[src/rtl/ptpcfg_pkg.sv]
`default_nettype none
package ptpcfg_pkg;
    // Bus geometry and message field widths
    localparam int unsigned ADDR_W = 10;
    localparam int unsigned DATA_W = 32;
    localparam int unsigned BE_W = 4;
    localparam int unsigned ADDR_BITS = 48;
    localparam int unsigned TIME_W = 64;
    localparam int unsigned SEQ_W = 16;

    // Byte offsets of the register words
    localparam logic [9:0] AUX_HI_OFFSET = 10'h18C;
    localparam logic [9:0] AUX_LO_OFFSET = 10'h190;
    localparam logic [9:0] CONFIG_OFFSET = 10'h194;
    localparam logic [9:0] IRQ_STATUS_OFFSET = 10'h198;
    localparam logic [9:0] IRQ_MASK_OFFSET = 10'h19C;
    localparam logic [9:0] CAPTURE_BASE_OFFSET = 10'h1A0;
    localparam logic [9:0] CAPTURE_SPAN = 10'h040;

    // Words inside one capture slot
    localparam logic [1:0] CAP_WORD_CLK_LO = 2'h0;
    localparam logic [1:0] CAP_WORD_CLK_HI = 2'h1;
    localparam logic [1:0] CAP_WORD_UUID_LO = 2'h2;
    localparam logic [1:0] CAP_WORD_SEQ_UUID_HI = 2'h3;

    // Configuration and auxiliary word reset values and writable bits
    localparam logic [31:0] CONFIG_RESET = 32'h4343_0000;
    localparam logic [31:0] CONFIG_WRITE_MASK = 32'hFFFF_0000;
    localparam logic [31:0] AUX_HI_MASK = 32'h0000_FFFF;
    localparam logic [15:0] AUX_HI_RESET = 16'h0000;
    localparam logic [31:0] AUX_LO_RESET = 32'h0000_0000;

    // Each port owns one byte of the configuration word
    localparam int PORT2_FIELD_LSB = 24;
    localparam int PORT1_FIELD_LSB = 16;
    localparam int PORT_FIELD_W = 8;
    localparam int FLD_ROLE = 7;
    localparam int FLD_PRI = 6;
    localparam int FLD_ALT1 = 5;
    localparam int FLD_ALT2 = 4;
    localparam int FLD_ALT3 = 3;
    localparam int FLD_USER = 2;
    localparam int FLD_LOCK_RX = 1;
    localparam int FLD_LOCK_TX = 0;

    // Enable vector order seen by the address matcher
    localparam int ENA_W = 5;
    localparam int ENA_PRI = 4;
    localparam int ENA_ALT1 = 3;
    localparam int ENA_ALT2 = 2;
    localparam int ENA_ALT3 = 1;
    localparam int ENA_USER = 0;

    // Fixed PTP multicast destinations
    localparam logic [47:0] ADDR_PRIMARY = 48'h0100_5E00_0181;
    localparam logic [47:0] ADDR_ALT1 = 48'h0100_5E00_0182;
    localparam logic [47:0] ADDR_ALT2 = 48'h0100_5E00_0183;
    localparam logic [47:0] ADDR_ALT3 = 48'h0100_5E00_0184;

    // Interrupt status bit = capture slot index
    localparam int IRQ_W = 4;
    localparam int IRQ_P1_RX = 0;
    localparam int IRQ_P1_TX = 1;
    localparam int IRQ_P2_RX = 2;
    localparam int IRQ_P2_TX = 3;
    localparam logic [3:0] IRQ_RESET = 4'h0;

    typedef enum logic [0:0] {
        BUS_IDLE = 1'b0,
        BUS_ANSWER = 1'b1
    } ptpcfg_bus_state_type;

    function automatic int port_field_lsb(input int port);
        return (port == 2) ? PORT2_FIELD_LSB : PORT1_FIELD_LSB;
    endfunction
endpackage
`default_nettype wire

[src/rtl/ptpcfg_match_if.sv]
`timescale 1ns/100ps
`default_nettype none
interface ptpcfg_match_if;
    logic [47:0] dest;
    logic [4:0] enables;
    logic [47:0] aux_addr;
    logic match;
    modport matcher (input dest, input enables, input aux_addr, output match);
    modport user (output dest, output enables, output aux_addr, input match);
endinterface
`default_nettype wire

[src/rtl/ptpcfg_addr_match.sv]
`timescale 1ns/100ps
`default_nettype none
module ptpcfg_addr_match (
    ptpcfg_match_if.matcher m // Destination, enables and verdict
);
    import ptpcfg_pkg::*;

    wire logic hit_pri;
    wire logic hit_alt1;
    wire logic hit_alt2;
    wire logic hit_alt3;
    wire logic hit_user;

    assign hit_pri = m.enables[ENA_PRI] && (m.dest == ADDR_PRIMARY);
    assign hit_alt1 = m.enables[ENA_ALT1] && (m.dest == ADDR_ALT1);
    assign hit_alt2 = m.enables[ENA_ALT2] && (m.dest == ADDR_ALT2);
    assign hit_alt3 = m.enables[ENA_ALT3] && (m.dest == ADDR_ALT3);
    assign hit_user = m.enables[ENA_USER] && (m.dest == m.aux_addr);
    // Any enabled address may hit; they are not exclusive
    assign m.match = hit_pri | hit_alt1 | hit_alt2 | hit_alt3 | hit_user;
endmodule // ptpcfg_addr_match
`default_nettype wire

[src/rtl/ptpcfg_top.sv]
`timescale 1ns/100ps
`default_nettype none
module ptpcfg_top (
    input wire logic I_CLK, // System clock
    input wire logic I_RESET_N, // Asynchronous reset, active low
    input wire logic [ptpcfg_pkg::ADDR_W-1:0] I_AVS_ADDRESS, // Byte address
    input wire logic I_AVS_READ, // Read request
    input wire logic I_AVS_WRITE, // Write request
    input wire logic [ptpcfg_pkg::BE_W-1:0] I_AVS_BYTEENABLE, // Write byte lanes
    input wire logic [ptpcfg_pkg::DATA_W-1:0] I_AVS_WRITEDATA, // Write data
    output logic [ptpcfg_pkg::DATA_W-1:0] O_AVS_READDATA, // Read data
    output logic O_AVS_WAITREQUEST, // Stall the master
    output logic O_IRQ, // Level interrupt
    input wire logic [ptpcfg_pkg::TIME_W-1:0] I_CLOCK_TIME, // Running PTP clock
    input wire logic I_P1_MSG_VALID, // Port 1 message seen
    input wire logic I_P1_MSG_IS_TX, // Port 1 message is transmit
    input wire logic I_P1_MSG_IS_SYNC, // Port 1 Sync, else Delay_Req
    input wire logic [ptpcfg_pkg::ADDR_BITS-1:0] I_P1_MSG_DEST, // Port 1 destination
    input wire logic [ptpcfg_pkg::ADDR_BITS-1:0] I_P1_MSG_UUID, // Port 1 source UUID
    input wire logic [ptpcfg_pkg::SEQ_W-1:0] I_P1_MSG_SEQ, // Port 1 sequence ID
    input wire logic I_P2_MSG_VALID, // Port 2 message seen
    input wire logic I_P2_MSG_IS_TX, // Port 2 message is transmit
    input wire logic I_P2_MSG_IS_SYNC, // Port 2 Sync, else Delay_Req
    input wire logic [ptpcfg_pkg::ADDR_BITS-1:0] I_P2_MSG_DEST, // Port 2 destination
    input wire logic [ptpcfg_pkg::ADDR_BITS-1:0] I_P2_MSG_UUID, // Port 2 source UUID
    input wire logic [ptpcfg_pkg::SEQ_W-1:0] I_P2_MSG_SEQ, // Port 2 sequence ID
    output logic O_P1_MASTER, // Port 1 acts as clock master
    output logic O_P2_MASTER // Port 2 acts as clock master
);
    import ptpcfg_pkg::*;

    function automatic logic [31:0] merge_bytes(
        input logic [31:0] old_val,
        input logic [31:0] new_val,
        input logic [3:0] be
    );
        logic [31:0] res;
        res = old_val;
        for (int b = 0; b < 4; b++) begin
            if (be[b]) begin
                res[b*8 +: 8] = new_val[b*8 +: 8];
            end
        end
        return res;
    endfunction

    function automatic int cap_index(input int port, input int is_tx);
        return (port - 1) * 2 + is_tx;
    endfunction

    // Registers
    logic [31:0] config_q;
    logic [31:0] config_d;
    logic [15:0] aux_hi_q;
    logic [15:0] aux_hi_d;
    logic [31:0] aux_lo_q;
    logic [31:0] aux_lo_d;
    logic [IRQ_W-1:0] irq_status_q;
    logic [IRQ_W-1:0] irq_status_d;
    logic [IRQ_W-1:0] irq_mask_q;
    logic [IRQ_W-1:0] irq_mask_d;
    logic [31:0] rdata_q;
    logic [31:0] rdata_d;
    ptpcfg_bus_state_type bus_q;
    ptpcfg_bus_state_type bus_d;

    // Capture storage, one slot per port and direction
    logic [TIME_W-1:0] cap_clk_q [0:3];
    logic [ADDR_BITS-1:0] cap_uuid_q [0:3];
    logic [SEQ_W-1:0] cap_seq_q [0:3];

    // Per-port message view
    logic msg_valid [1:2];
    logic msg_is_tx [1:2];
    logic msg_is_sync [1:2];
    logic [ADDR_BITS-1:0] msg_dest [1:2];
    logic [ADDR_BITS-1:0] msg_uuid [1:2];
    logic [SEQ_W-1:0] msg_seq [1:2];
    logic [PORT_FIELD_W-1:0] port_fld [1:2];
    logic ptp_hit [1:2];
    logic cap_evt [1:2];

    logic [IRQ_W-1:0] cap_set;
    logic [IRQ_W-1:0] cap_lock;
    logic [IRQ_W-1:0] cap_store;
    logic [IRQ_W-1:0] irq_clr;

    assign msg_valid[1] = I_P1_MSG_VALID;
    assign msg_is_tx[1] = I_P1_MSG_IS_TX;
    assign msg_is_sync[1] = I_P1_MSG_IS_SYNC;
    assign msg_dest[1] = I_P1_MSG_DEST;
    assign msg_uuid[1] = I_P1_MSG_UUID;
    assign msg_seq[1] = I_P1_MSG_SEQ;
    assign msg_valid[2] = I_P2_MSG_VALID;
    assign msg_is_tx[2] = I_P2_MSG_IS_TX;
    assign msg_is_sync[2] = I_P2_MSG_IS_SYNC;
    assign msg_dest[2] = I_P2_MSG_DEST;
    assign msg_uuid[2] = I_P2_MSG_UUID;
    assign msg_seq[2] = I_P2_MSG_SEQ;

    // Bus decode
    wire logic bus_req;
    wire logic wr_commit;
    wire logic [9:0] word_addr;
    wire logic [9:0] cap_off;
    wire logic in_cap;
    wire logic [1:0] cap_sel;
    wire logic [1:0] cap_word;
    wire logic wr_config;
    wire logic wr_aux_hi;
    wire logic wr_aux_lo;
    wire logic wr_status;
    wire logic wr_mask;

    assign bus_req = I_AVS_READ | I_AVS_WRITE;
    // Every access answers in the cycle after it is seen
    assign O_AVS_WAITREQUEST = bus_req && (bus_q == BUS_IDLE);
    assign wr_commit = I_AVS_WRITE && (bus_q == BUS_ANSWER);
    assign word_addr = {I_AVS_ADDRESS[9:2], 2'h0};
    assign cap_off = word_addr - CAPTURE_BASE_OFFSET;
    assign in_cap = (word_addr >= CAPTURE_BASE_OFFSET) && (cap_off < CAPTURE_SPAN);
    assign cap_sel = cap_off[5:4];
    assign cap_word = cap_off[3:2];
    assign wr_config = wr_commit && (word_addr == CONFIG_OFFSET);
    assign wr_aux_hi = wr_commit && (word_addr == AUX_HI_OFFSET);
    assign wr_aux_lo = wr_commit && (word_addr == AUX_LO_OFFSET);
    assign wr_status = wr_commit && (word_addr == IRQ_STATUS_OFFSET);
    assign wr_mask = wr_commit && (word_addr == IRQ_MASK_OFFSET);

    // Register next values; the low half of the configuration word reads zero
    assign config_d = wr_config ?
        (merge_bytes(config_q, I_AVS_WRITEDATA, I_AVS_BYTEENABLE) & CONFIG_WRITE_MASK) :
        config_q;
    // Only the low half exists; the upper lanes are dropped on purpose
    assign aux_hi_d = wr_aux_hi ?
        16'(merge_bytes({16'h0000, aux_hi_q}, I_AVS_WRITEDATA, I_AVS_BYTEENABLE)) :
        aux_hi_q;
    assign aux_lo_d = wr_aux_lo ?
        merge_bytes(aux_lo_q, I_AVS_WRITEDATA, I_AVS_BYTEENABLE) :
        aux_lo_q;
    assign irq_mask_d = wr_mask ?
        4'(merge_bytes({28'h000_0000, irq_mask_q}, I_AVS_WRITEDATA, I_AVS_BYTEENABLE)) :
        irq_mask_q;
    assign irq_clr = (wr_status && I_AVS_BYTEENABLE[0]) ? I_AVS_WRITEDATA[3:0] : 4'h0;
    // A capture in the clearing cycle keeps its bit set
    assign irq_status_d = (irq_status_q & ~irq_clr) | cap_set;

    // Answer state lasts one cycle, so every access costs exactly one wait cycle
    always_comb begin
        case (bus_q)
            BUS_IDLE: bus_d = bus_req ? BUS_ANSWER : BUS_IDLE;
            BUS_ANSWER: bus_d = BUS_IDLE;
            default: bus_d = BUS_IDLE;
        endcase
    end

    always_comb begin
        rdata_d = 32'h0000_0000;
        if (in_cap) begin
            case (cap_word)
                CAP_WORD_CLK_LO: rdata_d = cap_clk_q[cap_sel][31:0];
                CAP_WORD_CLK_HI: rdata_d = cap_clk_q[cap_sel][63:32];
                CAP_WORD_UUID_LO: rdata_d = cap_uuid_q[cap_sel][31:0];
                CAP_WORD_SEQ_UUID_HI: rdata_d = {cap_seq_q[cap_sel], cap_uuid_q[cap_sel][47:32]};
                default: rdata_d = 32'h0000_0000;
            endcase
        end else begin
            case (word_addr)
                AUX_HI_OFFSET: rdata_d = {16'h0000, aux_hi_q};
                AUX_LO_OFFSET: rdata_d = aux_lo_q;
                CONFIG_OFFSET: rdata_d = config_q;
                IRQ_STATUS_OFFSET: rdata_d = {28'h000_0000, irq_status_q};
                IRQ_MASK_OFFSET: rdata_d = {28'h000_0000, irq_mask_q};
                default: rdata_d = 32'h0000_0000;
            endcase
        end
    end

    always_ff @(posedge I_CLK or negedge I_RESET_N) begin
        if (!I_RESET_N) begin
            bus_q <= BUS_IDLE;
            rdata_q <= 32'h0000_0000;
        end else begin
            bus_q <= bus_d;
            // Sampled one cycle before the answer edge
            if (bus_q == BUS_IDLE && I_AVS_READ) begin
                rdata_q <= rdata_d;
            end
        end
    end

    always_ff @(posedge I_CLK or negedge I_RESET_N) begin
        if (!I_RESET_N) begin
            config_q <= CONFIG_RESET;
            aux_hi_q <= AUX_HI_RESET;
            aux_lo_q <= AUX_LO_RESET;
            irq_status_q <= IRQ_RESET;
            irq_mask_q <= IRQ_RESET;
        end else begin
            config_q <= config_d;
            aux_hi_q <= aux_hi_d;
            aux_lo_q <= aux_lo_d;
            irq_status_q <= irq_status_d;
            irq_mask_q <= irq_mask_d;
        end
    end

    // Per-port classification and role
    for (genvar p = 1; p <= 2; p++) begin : gen_port
        ptpcfg_match_if mif ();

        assign port_fld[p] = config_q[port_field_lsb(p) +: PORT_FIELD_W];
        assign mif.dest = msg_dest[p];
        assign mif.enables = port_fld[p][FLD_PRI:FLD_USER];
        assign mif.aux_addr = {aux_hi_q, aux_lo_q};
        assign ptp_hit[p] = mif.match;

        ptpcfg_addr_match u_match (
            .m(mif.matcher)
        );

        // Master wants Sync out and Delay_Req in; slave the reverse
        assign cap_evt[p] = msg_valid[p] && ptp_hit[p] &&
            (msg_is_tx[p] ^ msg_is_sync[p] ^ port_fld[p][FLD_ROLE]);
    end

    // Per-slot capture with lock
    for (genvar c = 0; c < 4; c++) begin : gen_slot
        localparam int SP = c / 2 + 1;
        localparam int SDIR = c % 2;

        assign cap_set[c] = cap_evt[SP] &&
            ((SDIR == 1) ? msg_is_tx[SP] : !msg_is_tx[SP]);
        assign cap_lock[c] = port_fld[SP][(SDIR == 1) ? FLD_LOCK_TX : FLD_LOCK_RX];
        // Locked slot holds while its flag stays pending; a same-cycle clear frees it
        assign cap_store[c] = cap_set[c] &&
            !(cap_lock[c] && irq_status_q[c] && !irq_clr[c]);

        always_ff @(posedge I_CLK or negedge I_RESET_N) begin
            if (!I_RESET_N) begin
                cap_clk_q[c] <= 64'h0000_0000_0000_0000;
                cap_uuid_q[c] <= 48'h0000_0000_0000;
                cap_seq_q[c] <= 16'h0000;
            end else if (cap_store[c]) begin
                cap_clk_q[c] <= I_CLOCK_TIME;
                cap_uuid_q[c] <= msg_uuid[SP];
                cap_seq_q[c] <= msg_seq[SP];
            end
        end
    end

    assign O_AVS_READDATA = rdata_q;
    assign O_IRQ = |(irq_status_q & irq_mask_q);
    assign O_P1_MASTER = port_fld[1][FLD_ROLE];
    assign O_P2_MASTER = port_fld[2][FLD_ROLE];
endmodule // ptpcfg_top
`default_nettype wire

[config.mk]
export PLATFORM = sky130hd
export DESIGN_NAME = ptpcfg_top
export DESIGN_NICKNAME = d
export VERILOG_FILES = /design/src/rtl/ptpcfg_pkg.sv /design/src/rtl/ptpcfg_match_if.sv /design/src/rtl/ptpcfg_addr_match.sv /design/src/rtl/ptpcfg_top.sv
export SDC_FILE = /design/constraint.sdc
export NUM_CORES = 1
export LEC_CHECK = 0
export BUFFER_PORTS_ARGS = -buffer_cell sky130_fd_sc_hd__buf_2
export CAP_MARGIN = 30
export CORE_ASPECT_RATIO = 1.75
export CORE_MARGIN = 5
export CORE_UTILIZATION = 51
export DETAILED_ROUTE_END_ITERATION = 6
export PLACE_DENSITY_LB_ADDON = 0.05
export SETUP_SLACK_MARGIN = 0.15
export SLEW_MARGIN = 20
export SYNTH_ARGS = -nofsm -noshare
export SYNTH_HDL_FRONTEND = slang
export SYNTH_SLANG_ARGS = --single-unit
[constraint.sdc]
create_clock -name I_CLK -period 5.9 [get_ports I_CLK]
set_input_delay 1.18 -clock I_CLK [delete_from_list [all_inputs] [get_ports I_CLK]]
set_output_delay 1.18 -clock I_CLK [all_outputs]
set_load 0.01 [all_outputs]
==> results.tsv <==
stage	metric	value	unit
outcome	outcome	finished clean	
clock_network	cts_setup_buffers	0	
grt	grt_pass1_wl	132	mm
finish	seqCellArea	0.0154	sq mm
timing	relSlewSlack	33.1	%
setup_path	crit_family	simple AND/OR/NAND/NOR gates	
hold_path	hold_class	reg2reg	
power	power.total	8.54	mW
grt	gr-total-overflow	0	
place	dp_worst_setup_slack	1210	ps
timing	timing.final.ws_setup	1710	ps
timing	slew_violations	0	
setup_path	end_kind	flip-flop	
drt	postRouteAntennaNets	0	
finish	final_area	0.0338	sq mm
clock_network	cts.reportedPaths.clkPinSlew	70	ps
setup_path	crit_path_cell_trace	buf_2, nor4bb_1, nand4_1, or3_1, or4_1, o41a_1, a211o_4, buf_16, buf_12, mux2_4	
setup_path	path_class	in2reg	
setup_path	r2r-end	cap_clk_q[138]	
finish	fillers	4588	
clock_network	post_cts_resized	0	
synthesis	synth_flop_cell	dfrtp_1	
job	cap_violations	0	
finish	final_cell_mix	dfrtp_1 (611), mux2_1 (393), buf_2 (374)	
grt	grt_use_total	28.6	%
clock_network	cts-root-buf	clkbuf_16	
timing	finalHoldViolCount	0	
setup_path	critPathSlowestCell	a211o_4	
setup_path	cp_max_fo	59	
drt	firstDrtPassIters	5	
clock_network	cts_buffer_depth	3	
place	dp.final_hpwl	64.5	mm
hold_path	hold-path-endpoint	bus_q	
clock_network	h-tree-depth	2	
synthesis	seq_area_frac_synth	52.8	%
timing	period_needed	4190	ps
power	p_leak	17.3	nW
place	portBuffers	377	
die	dieArea	0.0625	sq mm
finish	areaGrowthSynthToFinish	15.6	%
synthesis	synth_seq_cells	617	
die	pin_count	380	
synthesis	syn_avg_cell_area	15.6	sq um
synthesis	syn-cell-area	0.0293	sq mm
die	die_h	327	um
drt	vias_per_cell	5.82	
grt	use_met3	6.25	%
synthesis	postSynth.asyncResetShare	100	%
clock_network	numCtsBuffers	57	
synthesis	synth_cell_types	55	
synthesis	synth_warnings	0	
finish	final_common_cell	dfrtp_1	
drt	vias	17800	
grt	grtUsageMet1	33.8	%
setup_path	arrival	4700	ps
timing	fin_worst_skew	34.3	ps
setup_path	reg2reg_depth	9	
clock_network	ctsHoldBuffers	0	
grt	use_met2	49.4	%
timing	rsz0062_at_grt	no	
finish	drive_above_1_share	37.3	%
grt	antenna_found_initial	43	
setup_path	reg2reg_from	aux_hi_q[14]	
grt	busiest_layer	met2	
timing	worst_pin_slew	1000	ps
drt	wl	88.7	mm
setup_path	critPathLaunchType	primary input	
finish	nets	2576	
place	place_area	0.0318	sq mm
synthesis	synthesis.nets	2222	
grt	grt_max_degree	170	
clock_network	cts.sinks	617	
synthesis	syn_inst	1877	
die	chipWidth	191	um
timing	setup_viol	0	
drt	avgRoutedWirePerCell	28.9	um
drt	first_iter_violations	884	
synthesis	synth_edf_count	0	
die	start_util	51.3	%
hold_path	worstHoldPathCells	1	
finish	postLayoutCoreUtil	59.3	%
setup_path	crit_required	6400	ps
place	gp_congestion	0.927	
clock_network	clock_latency	630	ps
setup_path	reg2reg_slack	2090	ps
die	core	0.0570	sq mm
timing	final.setup.tns	0	ps
setup_path	slowest_delay	510	ps
power	peakVddDrop	0.205	mV
finish	multi_input_area	0.0131	sq mm
grt	grt_pass1_vias	19800	
timing	period_share	71.1	%
clock_network	tritoncts	built	
hold_path	min-delay-start	bus_q	
power	pwr_density_cell	252	mW/mm^2
setup_path	critPathBufInv	3	
die	rows	116	
drt	drc	0	
timing	fmax	0.239	GHz
## metrics by stage
stage / std cells / hold WS, ps
after floorplan: 1877 / 452
after global placement: 2936 / 437
after detailed placement: 2937 / 449
after CTS: 3041 / 466
after global routing: 3057 / 487
final: 3066 / 470
## cell usage after synthesis (20+ instances only)
cell type | instances | area share, %
dfrtp_1 | 611 | 52
mux2_1 | 393 | 15
mux4_2 | 160 | 12
mux2_4 | 120 | 6.2
mux2_2 | 61 | 2.3
xnor2_1 | 54 | 1.6
nand2_1 | 53 | 0.68
clkbuf_1 | 40 | 0.51
o21ai_1 | 36 | 0.62
xor2_1 | 34 | 1.0
nor2_1 | 32 | 0.41
buf_2 | 31 | 0.53
nand4_1 | 26 | 0.56
buf_6 | 24 | 0.92
a21oi_1 | 23 | 0.39
mux2i_1 | 21 | 0.72
inv_1 | 20 | 0.26
nor4_1 | 20 | 0.43
## per-layer routing
metal  wire (um)  up-vias
met1       32700     9383
met2       45900      505
li1            -     7742
met3        5170      189
met4        4830       18
met5         115        -
## worst max-delay path by stage
stage | start | end | slack [ps] | depth (start not counted)
final | I_P1_MSG_DEST[6] | cap_clk_q[138] | 1710 | 10
after global routing | I_P1_MSG_DEST[38] | cap_uuid_q[107] | 1690 | 10
after CTS | I_P1_MSG_DEST[11] | cap_clk_q[138] | 1860 | 10
after detailed placement | I_P1_MSG_DEST[6] | cap_clk_q[137] | 1210 | 10
after global placement | I_P1_MSG_DEST[4] | cap_uuid_q[107] | 1130 | 9
after floorplan | I_P1_MSG_DEST[4] | cap_clk_q[192] | 2270 | 9
## worst reg2reg max path, delay by kind of cell (launching register included)
kind	cells	cell delay [ps]
AO/OA/AOI/OAI	2	1090
XOR/XNOR	1	210
buffers and inverters	2	610
flip-flops	1	500
multiplexers	1	550
AND/OR/NAND/NOR	3	740
## report_power, final
part / switching (mW) / total (mW) / leakage (nW) / internal, mW
clock: 1.64 / 3.78 / 0.937 / 2.14
combinational: 0.322 / 0.507 / 7.79 / 0.185
sequential: 0.0129 / 4.25 / 8.57 / 4.24
total: 1.98 / 8.54 / 17.3 / 6.56
## cells by family after synthesis
group,count (synthesis),synth area share (%)
AND/OR/NAND/NOR,176,3.08
buffers and inverters,136,2.54
multiplexers,755,36.7
XOR/XNOR,88,2.63
adder cells (fa/ha/maj),1,0.0427
AO/OA/AOI/OAI,104,2.27
flip-flops,617,52.8
## state kept, by name, summed over array words and instances, names as in the netlist, 4 cells and up
| register | flops |
|---|---|
| cap_clk_q | 256 |
| cap_uuid_q | 192 |
| cap_seq_q | 64 |
| O_AVS_READDATA | 32 |
| aux_lo_q | 32 |
| aux_hi_q | 16 |
| config_q | 16 |
| irq_mask_q | 4 |
| irq_status_q | 4 |
## area by class of cell
cell class	instances	share of cell area (%)
repair buffers	409	6.76
flip-flops and latches	617	45.6
clock inverters	16	0.636
multi-input cells	1124	38.7
clock buffers	88	4.97
diodes	23	0.170
inverters	22	0.248
well taps	767	2.84
(Power assumes the default switching activity.)
